## src/verilog/gpc_defines.svh

```systemverilog
`ifndef GPC_DEFINES_SVH
`define GPC_DEFINES_SVH

// avalon byte addresses of the access window
`define GPC_ADDR_CTRL    8'h00
`define GPC_ADDR_INDEX   8'h04
`define GPC_ADDR_DATA    8'h08
`define GPC_ADDR_PINS    8'h0c

// control register fields
`define GPC_CTRL_CFG     0
`define GPC_CTRL_PMEOD   1

// index values of the configuration registers
`define GPC_IDX_POL2     8'h34
`define GPC_IDX_DIR3     8'h35
`define GPC_IDX_POL3     8'h36

// fields of the group2 polarity and alternate select register
`define GPC_POL2_PME     5
`define GPC_POL2_ALT3    6
`define GPC_POL2_ALT4    7

// reset values
`define GPC_RST_POL2     8'h00
`define GPC_RST_DIR3     8'h00
`define GPC_RST_POL3     8'h00
`define GPC_RST_INDEX    8'h00

`endif

```

## src/verilog/gpc_pkg.sv

```systemverilog
package gpc_pkg;
    typedef logic [7:0] gpc_byte_t;
    typedef enum logic {GPC_IDLE, GPC_ACK} gpc_bus_e;
endpackage

```

## src/verilog/gpc_gpio_cfg.sv

```systemverilog
// Our own choice: the Avalon-MM register port.
`timescale 1ns/1ps
`include "gpc_defines.svh"

module gpc_gpio_cfg
    import gpc_pkg::*;
#(
    parameter int G2W = 5,
    parameter int G3W = 8
) (
    input  wire logic           mclk,             // 250 MHz clock
    input  wire logic           reset,            // synchronous, active high
    input  wire logic [7:0]     avs_address,      // byte address
    input  wire logic           avs_read,         // read request
    input  wire logic           avs_write,        // write request
    input  wire logic [31:0]    avs_writedata,    // write data
    output logic      [31:0]    avs_readdata,     // read data
    output logic                avs_waitrequest,  // stall
    input  wire logic [G2W-1:0] g2DataOut,        // core data for second group pins
    input  wire logic [G2W-1:0] g2PinIn,          // second group pin levels
    output logic      [G2W-1:0] g2PinOut,         // second group pin drive
    output logic      [G2W-1:0] g2In,             // second group sampled data
    input  wire logic [G3W-1:0] g3DataOut,        // core data for third group pins
    input  wire logic [G3W-1:0] g3PinIn,          // third group pin levels
    output logic      [G3W-1:0] g3PinOut,         // third group pin drive
    output logic      [G3W-1:0] g3PinOeN,         // third group enable, low drives
    output logic      [G3W-1:0] g3In,             // third group sampled data
    input  wire logic           pmeReq,           // power event request, high
    output logic                pmeOut,           // power event pin level
    output logic                pmeOeN,           // power event enable, low drives
    input  wire logic           g1Pin3In,         // first group pin three level
    input  wire logic           g1Pin4In,         // first group pin four level
    output logic                g1Pin3Gpio,       // pin three as gpio input
    output logic                g1Pin4Gpio,       // pin four as gpio input
    output logic                extIrqIn1,        // external interrupt input one
    output logic                extIrqIn2         // external interrupt input two
);
    localparam int SW = G2W + G3W + 2;

    // bus slave state
    gpc_bus_e    st_q, st_d;
    logic [31:0] rdData_q, rdData_d;
    logic        wait_q, wait_d;
    logic        cfg_q, cfg_d;
    logic        pmeOd_q, pmeOd_d;
    gpc_byte_t   index_q, index_d;
    gpc_byte_t   pol2_q, pol2_d;
    gpc_byte_t   dir3_q, dir3_d;
    gpc_byte_t   pol3_q, pol3_d;
    logic        req;
    logic        wrEn;
    logic        idxHit;
    gpc_byte_t   cfgRead;

    assign req  = avs_read | avs_write;
    assign wrEn = (st_q == GPC_ACK) && avs_write;
    assign idxHit = (index_q == `GPC_IDX_POL2) || (index_q == `GPC_IDX_DIR3) || (index_q == `GPC_IDX_POL3);

    always_comb begin
        unique case (index_q)
            `GPC_IDX_POL2: cfgRead = pol2_q;
            `GPC_IDX_DIR3: cfgRead = dir3_q;
            `GPC_IDX_POL3: cfgRead = pol3_q;
            default:       cfgRead = 8'h00;
        endcase
    end

    always_comb begin
        st_d     = st_q;
        rdData_d = rdData_q;
        wait_d   = 1'b1;
        cfg_d    = cfg_q;
        pmeOd_d  = pmeOd_q;
        index_d  = index_q;
        pol2_d   = pol2_q;
        dir3_d   = dir3_q;
        pol3_d   = pol3_q;
        unique case (st_q)
            GPC_IDLE: begin
                if (req) begin
                    st_d     = GPC_ACK;
                    wait_d   = 1'b0;
                    rdData_d = 32'h0000_0000;
                    if (avs_read) begin
                        unique case (avs_address)
                            `GPC_ADDR_CTRL:  rdData_d = {30'h0, pmeOd_q, cfg_q};
                            `GPC_ADDR_INDEX: rdData_d = {24'h0, cfg_q ? index_q : 8'h00};
                            `GPC_ADDR_DATA:  rdData_d = {24'h0, (cfg_q && idxHit) ? cfgRead : 8'h00};
                            `GPC_ADDR_PINS:  rdData_d = {24'h0, g3In};
                            default:         rdData_d = 32'h0000_0000;
                        endcase
                    end
                end
            end
            GPC_ACK: begin
                st_d = GPC_IDLE;
                if (wrEn) begin
                    unique case (avs_address)
                        `GPC_ADDR_CTRL: begin
                            cfg_d   = avs_writedata[`GPC_CTRL_CFG];
                            pmeOd_d = avs_writedata[`GPC_CTRL_PMEOD];
                        end
                        `GPC_ADDR_INDEX: begin
                            if (cfg_q) begin
                                index_d = avs_writedata[7:0];
                            end
                        end
                        `GPC_ADDR_DATA: begin
                            if (cfg_q) begin
                                unique case (index_q)
                                    `GPC_IDX_POL2: pol2_d = avs_writedata[7:0];
                                    `GPC_IDX_DIR3: dir3_d = avs_writedata[7:0];
                                    `GPC_IDX_POL3: pol3_d = avs_writedata[7:0];
                                    default: ;
                                endcase
                            end
                        end
                        default: ;
                    endcase
                end
            end
        endcase
    end

    always_ff @(posedge mclk) begin
        if (reset) begin
            st_q     <= GPC_IDLE;
            rdData_q <= 32'h0000_0000;
            wait_q   <= 1'b1;
            cfg_q    <= 1'b0;
            pmeOd_q  <= 1'b0;
            index_q  <= `GPC_RST_INDEX;
            pol2_q   <= `GPC_RST_POL2;
            dir3_q   <= `GPC_RST_DIR3;
            pol3_q   <= `GPC_RST_POL3;
        end else begin
            st_q     <= st_d;
            rdData_q <= rdData_d;
            wait_q   <= wait_d;
            cfg_q    <= cfg_d;
            pmeOd_q  <= pmeOd_d;
            index_q  <= index_d;
            pol2_q   <= pol2_d;
            dir3_q   <= dir3_d;
            pol3_q   <= pol3_d;
        end
    end

    assign avs_readdata    = rdData_q;
    assign avs_waitrequest = wait_q;

    // input synchroniser, three stages, change taken when last two agree
    logic [SW-1:0] s1_q, s2_q, s3_q, filt_q, filt_d;
    logic [SW-1:0] agree;

    assign agree = ~(s2_q ^ s3_q);

    always_comb begin
        filt_d = (agree & s3_q) | (~agree & filt_q);
    end

    always_ff @(posedge mclk) begin
        if (reset) begin
            s1_q   <= '0;
            s2_q   <= '0;
            s3_q   <= '0;
            filt_q <= '0;
        end else begin
            s1_q   <= {g1Pin4In, g1Pin3In, g3PinIn, g2PinIn};
            s2_q   <= s1_q;
            s3_q   <= s2_q;
            filt_q <= filt_d;
        end
    end

    logic [G2W-1:0] g2Filt;
    logic [G3W-1:0] g3Filt;
    logic           g1P3Filt, g1P4Filt;

    assign g2Filt   = filt_q[G2W-1:0];
    assign g3Filt   = filt_q[G2W+G3W-1:G2W];
    assign g1P3Filt = filt_q[SW-2];
    assign g1P4Filt = filt_q[SW-1];

    // pin side outputs
    logic [G2W-1:0] g2PinOut_q, g2PinOut_d, g2In_q, g2In_d;
    logic [G3W-1:0] g3PinOut_q, g3PinOut_d, g3Oe_q, g3Oe_d, g3In_q, g3In_d;
    logic           pmeOut_q, pmeOut_d, pmeOe_q, pmeOe_d, pmeLevel;
    logic           g1P3_q, g1P3_d, g1P4_q, g1P4_d, irq1_q, irq1_d, irq2_q, irq2_d;

    // non-inverted gives an active low pin: asserted request drives 0
    assign pmeLevel = ~pmeReq ^ pol2_q[`GPC_POL2_PME];

    genvar gi;
    generate
        for (gi = 0; gi < G3W; gi++) begin : g_grp3
            always_comb begin
                g3PinOut_d[gi] = g3DataOut[gi] ^ pol3_q[gi];
                g3Oe_d[gi]     = ~dir3_q[gi];
                g3In_d[gi]     = g3Filt[gi] ^ pol3_q[gi];
            end
        end
    endgenerate

    always_comb begin
        g2PinOut_d = g2DataOut ^ pol2_q[G2W-1:0];
        g2In_d     = g2Filt ^ pol2_q[G2W-1:0];
        pmeOut_d   = pmeLevel;
        pmeOe_d    = pmeOd_q & pmeLevel;
        irq1_d     = pol2_q[`GPC_POL2_ALT3] & g1P3Filt;
        irq2_d     = pol2_q[`GPC_POL2_ALT4] & g1P4Filt;
        g1P3_d     = ~pol2_q[`GPC_POL2_ALT3] & g1P3Filt;
        g1P4_d     = ~pol2_q[`GPC_POL2_ALT4] & g1P4Filt;
    end

    always_ff @(posedge mclk) begin
        if (reset) begin
            g2PinOut_q <= '0;
            g2In_q     <= '0;
            g3PinOut_q <= '0;
            g3Oe_q     <= '1;
            g3In_q     <= '0;
            pmeOut_q   <= 1'b1;
            pmeOe_q    <= 1'b1;
            irq1_q     <= 1'b0;
            irq2_q     <= 1'b0;
            g1P3_q     <= 1'b0;
            g1P4_q     <= 1'b0;
        end else begin
            g2PinOut_q <= g2PinOut_d;
            g2In_q     <= g2In_d;
            g3PinOut_q <= g3PinOut_d;
            g3Oe_q     <= g3Oe_d;
            g3In_q     <= g3In_d;
            pmeOut_q   <= pmeOut_d;
            pmeOe_q    <= pmeOe_d;
            irq1_q     <= irq1_d;
            irq2_q     <= irq2_d;
            g1P3_q     <= g1P3_d;
            g1P4_q     <= g1P4_d;
        end
    end

    assign g2PinOut   = g2PinOut_q;
    assign g2In       = g2In_q;
    assign g3PinOut   = g3PinOut_q;
    assign g3PinOeN   = g3Oe_q;
    assign g3In       = g3In_q;
    assign pmeOut     = pmeOut_q;
    assign pmeOeN     = pmeOe_q;
    assign extIrqIn1  = irq1_q;
    assign extIrqIn2  = irq2_q;
    assign g1Pin3Gpio = g1P3_q;
    assign g1Pin4Gpio = g1P4_q;
endmodule

```

## config.mk

```make
export PLATFORM = sky130hd
export DESIGN_NAME = gpc_gpio_cfg
export DESIGN_NICKNAME = d
export VERILOG_FILES = /design/src/verilog/gpc_pkg.sv /design/src/verilog/gpc_gpio_cfg.sv
export VERILOG_INCLUDE_DIRS = /design/src /design/src/verilog
export SDC_FILE = /design/constraint.sdc
export NUM_CORES = 1
export LEC_CHECK = 0
export BUFFER_PORTS_ARGS = -buffer_cell sky130_fd_sc_hd__buf_2
export CORE_MARGIN = 3
export CORE_UTILIZATION = 42
export CTS_BUF_LIST = sky130_fd_sc_hd__clkbuf_4 sky130_fd_sc_hd__clkbuf_8 sky130_fd_sc_hd__clkbuf_16
export DETAILED_ROUTE_END_ITERATION = 10
export PLACE_DENSITY = 0.67
export SYNTH_ARGS = -nofsm -noshare
export SYNTH_HDL_FRONTEND = slang
export SYNTH_SLANG_ARGS = --single-unit
export TNS_END_PERCENT = 100
```

## constraint.sdc

```tcl
create_clock -name mclk -period 1.9 [get_ports mclk]
set_clock_uncertainty 0.05 [all_clocks]
set_input_delay 0.38 -clock mclk [delete_from_list [all_inputs] [get_ports mclk]]
set_output_delay 0.38 -clock mclk [all_outputs]
set_load 0.02 [all_outputs]
```

# == Word-level counts from Yosys, hierarchy flattened ==
# Index checks and enable logic that the tools add are counted.
# word_totals
regBits,168
in_bits,73
output_inout_bits,73
word_cells,93
# op_classes
n_eq_ne,6
muxes,8
bitwise,43
n_reduce_logical,12
# op_table
op,n
$pmux 8 s4,1
$and 15x15->15,2
$not 15->15,2
$eq 8x6->1 const B,3
$mux 8,3
$pmux 8 s3,1
$xor 1x1->1,17
$eq 8x4->1 const B,2
$or 15x15->15,1
$reduce_and 5->1,3
$xor 15x15->15,1
$not 1->1,12
$xor 5x5->5,2
$eq 8x3->1 const B,1
$logic_not 8->1,1
$and 1x1->1,5
$reduce_and 4->1,1
$reduce_and 3->1,1
$logic_and 1x1->1,2
$logic_or 1x1->1,2
$mux 1,2
$pmux 1 s2,1
$reduce_and 2->1,1
$reduce_or 2->1,1
$or 1x1->1,1

# == Longest topological paths before layout ==
# depth
word_depth,7
mapped_depth,6
mapped_depth_nobuf,4

# == Worst setup path before layout ==
# Ideal clock, no wire load.
# synth_path
kind,input to register
start,input avs_address[3]
end,register pol3_q[0]
setup_ps,119
t_arrival_ps,1610
required_ps,1731
setup_slack_ps,121
stages,6
path_buffers,2
cell_sequence,buf_4 -> and4bb_1 -> nand4_2 -> or4_4 -> buf_6 -> mux2i_1
# synth_via
elab_chain_len,2
# synth_lines
item,line,text
from (decl),gpc_gpio_cfg.sv:13,"input wire logic [7:0] avs_address,"
$eq 8x4->1,gpc_gpio_cfg.sv:98,unique case (avs_address)
$reduce_and 5->1 (no source line),n/a,
to (signal assigned),gpc_gpio_cfg.sv:135,pol3_q <= `GPC_RST_POL3;
to (signal assigned),gpc_gpio_cfg.sv:145,pol3_q <= pol3_d;
to (decl),gpc_gpio_cfg.sv:49,"gpc_byte_t pol3_q, pol3_d;"
# No other way between the ends.
# A chain may end at the register's enable or synchronous reset.

# == Worst setup path after layout ==
# layout_path
start,register index_q[5]
end,register dir3_q[3]
# layout_via
elab_chain_len,2
# layout_lines
item,line,text
from (decl),gpc_gpio_cfg.sv:46,"gpc_byte_t index_q, index_d;"
from (signal assigned),gpc_gpio_cfg.sv:132,index_q <= `GPC_RST_INDEX;
from (signal assigned),gpc_gpio_cfg.sv:142,index_q <= index_d;
$eq 8x6->1,gpc_gpio_cfg.sv:110,unique case (index_q)
$reduce_and 5->1 (no source line),n/a,
to (signal assigned),gpc_gpio_cfg.sv:134,dir3_q <= `GPC_RST_DIR3;
to (signal assigned),gpc_gpio_cfg.sv:144,dir3_q <= dir3_d;
to (decl),gpc_gpio_cfg.sv:48,"gpc_byte_t dir3_q, dir3_d;"
# No other way between the ends.

==> metrics.yaml <==
outcome:
  status: "completed"
critical_path:
  critical_path_class: "flip-flop to flip-flop"
  crit_chain: "nor3b_1, nand4_2, buf_4, nor4b_2, buf_4, mux2i_1"
  cp.arrival_ns: 2.05
  cpPeakStageDelay_ns: 0.34
  cp.required_ns: 2.20
  critPathLaunchType: "flip-flop"
  crit_path_max_fanout: 5
  crit_top_cell: "buf_4"
  setup.worst_path.end_class: "flip-flop"
  critical-path-slowest-cell: "dfxtp_1"
pwr:
  pwr-share-clk_pct: 49.3
  pwr-share-seq_pct: 46.3
  internal-power_w: 0.00525
  switchingPower_w: 0.00145
  vdd_drop_max_uv: 545
  power_density_nw_per_um2: 1040
  p_leak_nw: 2.71
  pwr-share-comb_pct: 4.4
  sw_frac_of_total_pct: 21.6
clocking:
  htree_levels: 4
  clock-sinks: 144
  ctsHoldBuffers: 0
  clk_pin_slew_ns: 0.06
  clk_path_buf_depth: 2
  cts_resized: 0
  numCtsBuffers: 17
  clock_latency_ns: 0.42
  cts_root_buffer: "clkbuf_16"
  cts_setup_buffers: 0
  cts_tree: "yes"
logic_synthesis:
  async_reset_ff_share_pct: 0
  syn_area_um2: 5180
  netlist.area_leader.share_pct: 55.6
  ys_seq_elements: 144
  synth.most_common_cell: "dfxtp_1"
  ys_seq_area_share_pct: 55.6
  synthAdderAreaFrac_pct: 0
  synth_top_area_cell: "dfxtp_1"
  synth_simple_gate_area_share_pct: 19.6
  yosys_warnings: 0
  synth-edff-count: 0
  synth.area.top_cells: "dfxtp_1 (56%), mux2i_1 (8.1%), nor2b_1 (5.7%)"
  syn_inst: 508
  avgSynthCellArea_um2: 10.2
  synthXorXnorAreaFrac_pct: 4.56
  yosysUniqueCellTypes: 33
  synth_top_family_by_area: "simple AND/OR/NAND/NOR gates"
  synth_mux_area_share_pct: 8.11
  synth_compound_area_share_pct: 6.40
  yosys-top-cells-count: "dfxtp_1 (144), nor2_1 (54), nor2b_1 (47), mux2i_1 (42), nand2b_1 (33)"
  synth-main-ff-cell: "dfxtp_1"
sta:
  period_share_pct: 92.2
  hold_viol_final: 0
  fmax_mhz: 571
  report.final.slew_viol_count: 0
  setup_viol: 0
  setup_tns_ns: 0
  fin_ws_ns: 0.149
  hold_slack_ns: 0.121
  rsz0062_at_grt: "false"
  min_period_ns: 1.75
grt:
  grt_pass1_vias: 3411
  grt_max_degree: 82
  gr-total-overflow: 0
  antenna_found_initial: 1
  grt_pass1_wl_um: 16300
  grt_use_total_pct: 15.6
route:
  drtIter0Drc: 227
  drt-pass1-iter-count: 4
  drt_wl_total_um: 10300
  wire_per_inst_um: 13.0
  drc: 0
  ant_nets: 0
  via_per_inst: 4.57
  vias: 3626
place:
  numPortBuffers: 97
  place_ws_ns: 0.00781
  place_congestion: 0.858
  dp_hpwl_um: 7500
floorplan:
  design.die.area_um2: 13700
  rows: 39
  pin_count: 146
  die_h_um: 117
  fp.dieW_um: 117
  start_util_pct: 44.1
  core_area_um2: 11800
hold_path:
  hp-class: "input port to flip-flop"
finish:
  antenna-diode-count: 0
  finish.utilization_pct: 54.6
  nFillCells: 1054
  syn2layout_area_growth_pct: 23.8
  fin_nets: 689
  drive_gt1_share_pct: 24.5
job:
  maxCapViolations: 0
worst paths after layout:
path | from | endpoint | slack, ns | cells past startpoint
worst max-delay path | index_q[5]$_SDFFE_PP0P_ | dir3_q[3]$_SDFFE_PP0P_ | 0.15 | 6
worst min-delay path | g2PinIn[4] | s1_q[4]$_SDFF_PP0_ | 0.12 | 2
worst max register to register | index_q[5]$_SDFFE_PP0P_ | dir3_q[3]$_SDFFE_PP0P_ | 0.15 | 6
worst min register to register | dir3_q[7]$_SDFFE_PP0P_ | g3PinOeN[7]$_SDFF_PP1_ | 0.38 | 1
routing by layer:
metal | routed length [µm] | GRT usage (%) | share of wire [%]
met2 | 4520 | 24.0 | 44
met1 | 4920 | 19.9 | 48
met3 | 696 | 5.76 | 6.8
met5 | 17 | 0 | 0.17
met4 | 153 | 6.42 | 1.5
area by class of cell:
| type | instances | area [µm²] | area share, % |
|---|---|---|---|
| Clock inverter | 15 | 169 | 2.63 |
| Timing Repair Buffer | 114 | 628 | 9.78 |
| Multi-Input combinational cell | 337 | 2100 | 32.7 |
| Tap cell | 164 | 205 | 3.20 |
| Inverter | 2 | 7.51 | 0.117 |
| Clock buffer | 17 | 425 | 6.63 |
| Sequential cell | 144 | 2880 | 44.9 |
worst max-delay path, delay by kind of cell (launching register included):
kind | cells | cell delay, ns
buf+inv | 2 | 0.40
mux | 1 | 0.19
simple gates | 3 | 0.71
flops | 1 | 0.34
cells by family after synthesis:
logic type,count (synthesis)
AO/OA/AOI/OAI,58
XOR/XNOR,27
buffers and inverters,50
flip-flops,144
multiplexers,42
other,1
AND/OR/NAND/NOR,186
cell usage in the layout, fill, tap and decap left out, types with 2 or more instances in the layout:
cell type	n
clkinv_2	6
o21ai_0	17
nand4_1	4
nor3b_1	4
o221ai_1	8
and2_1	2
nor2b_1	47
buf_2	96
xnor2_1	26
mux2i_1	42
nand2_1	31
nor4_4	2
a21oi_1	29
clkbuf_16	17
and3b_1	3
dfxtp_1	144
inv_1	2
bufinv_16	3
nand2b_1	33
clkinv_4	2
nor2_1	54
buf_4	17
conb_1	24
clkinvlp_4	3
per-stage QoR:
stage                     instances  power [W]  cell area (µm²)
after floorplan                 531    0.00339             5270
after global placement          761    0.00346             5830
after detailed placement        761    0.00346             5830
after CTS                       793    0.00676             6420
after global routing            793    0.00693             6420
final                           793    0.00670             6420
power groups by stage:
| stage | Sequential, W | Clock, W | Combinational [W] |
|---|---|---|---|
| after floorplan | 0.00319 | 0 | 0.000200 |
| after global placement | 0.00316 | 0 | 0.000293 |
| after detailed placement | 0.00317 | 0 | 0.000298 |
| after CTS | 0.00310 | 0.00336 | 0.000298 |
| after global routing | 0.00310 | 0.00350 | 0.000327 |
| final | 0.00310 | 0.00330 | 0.000297 |
Power figures use the tool's default switching activity.
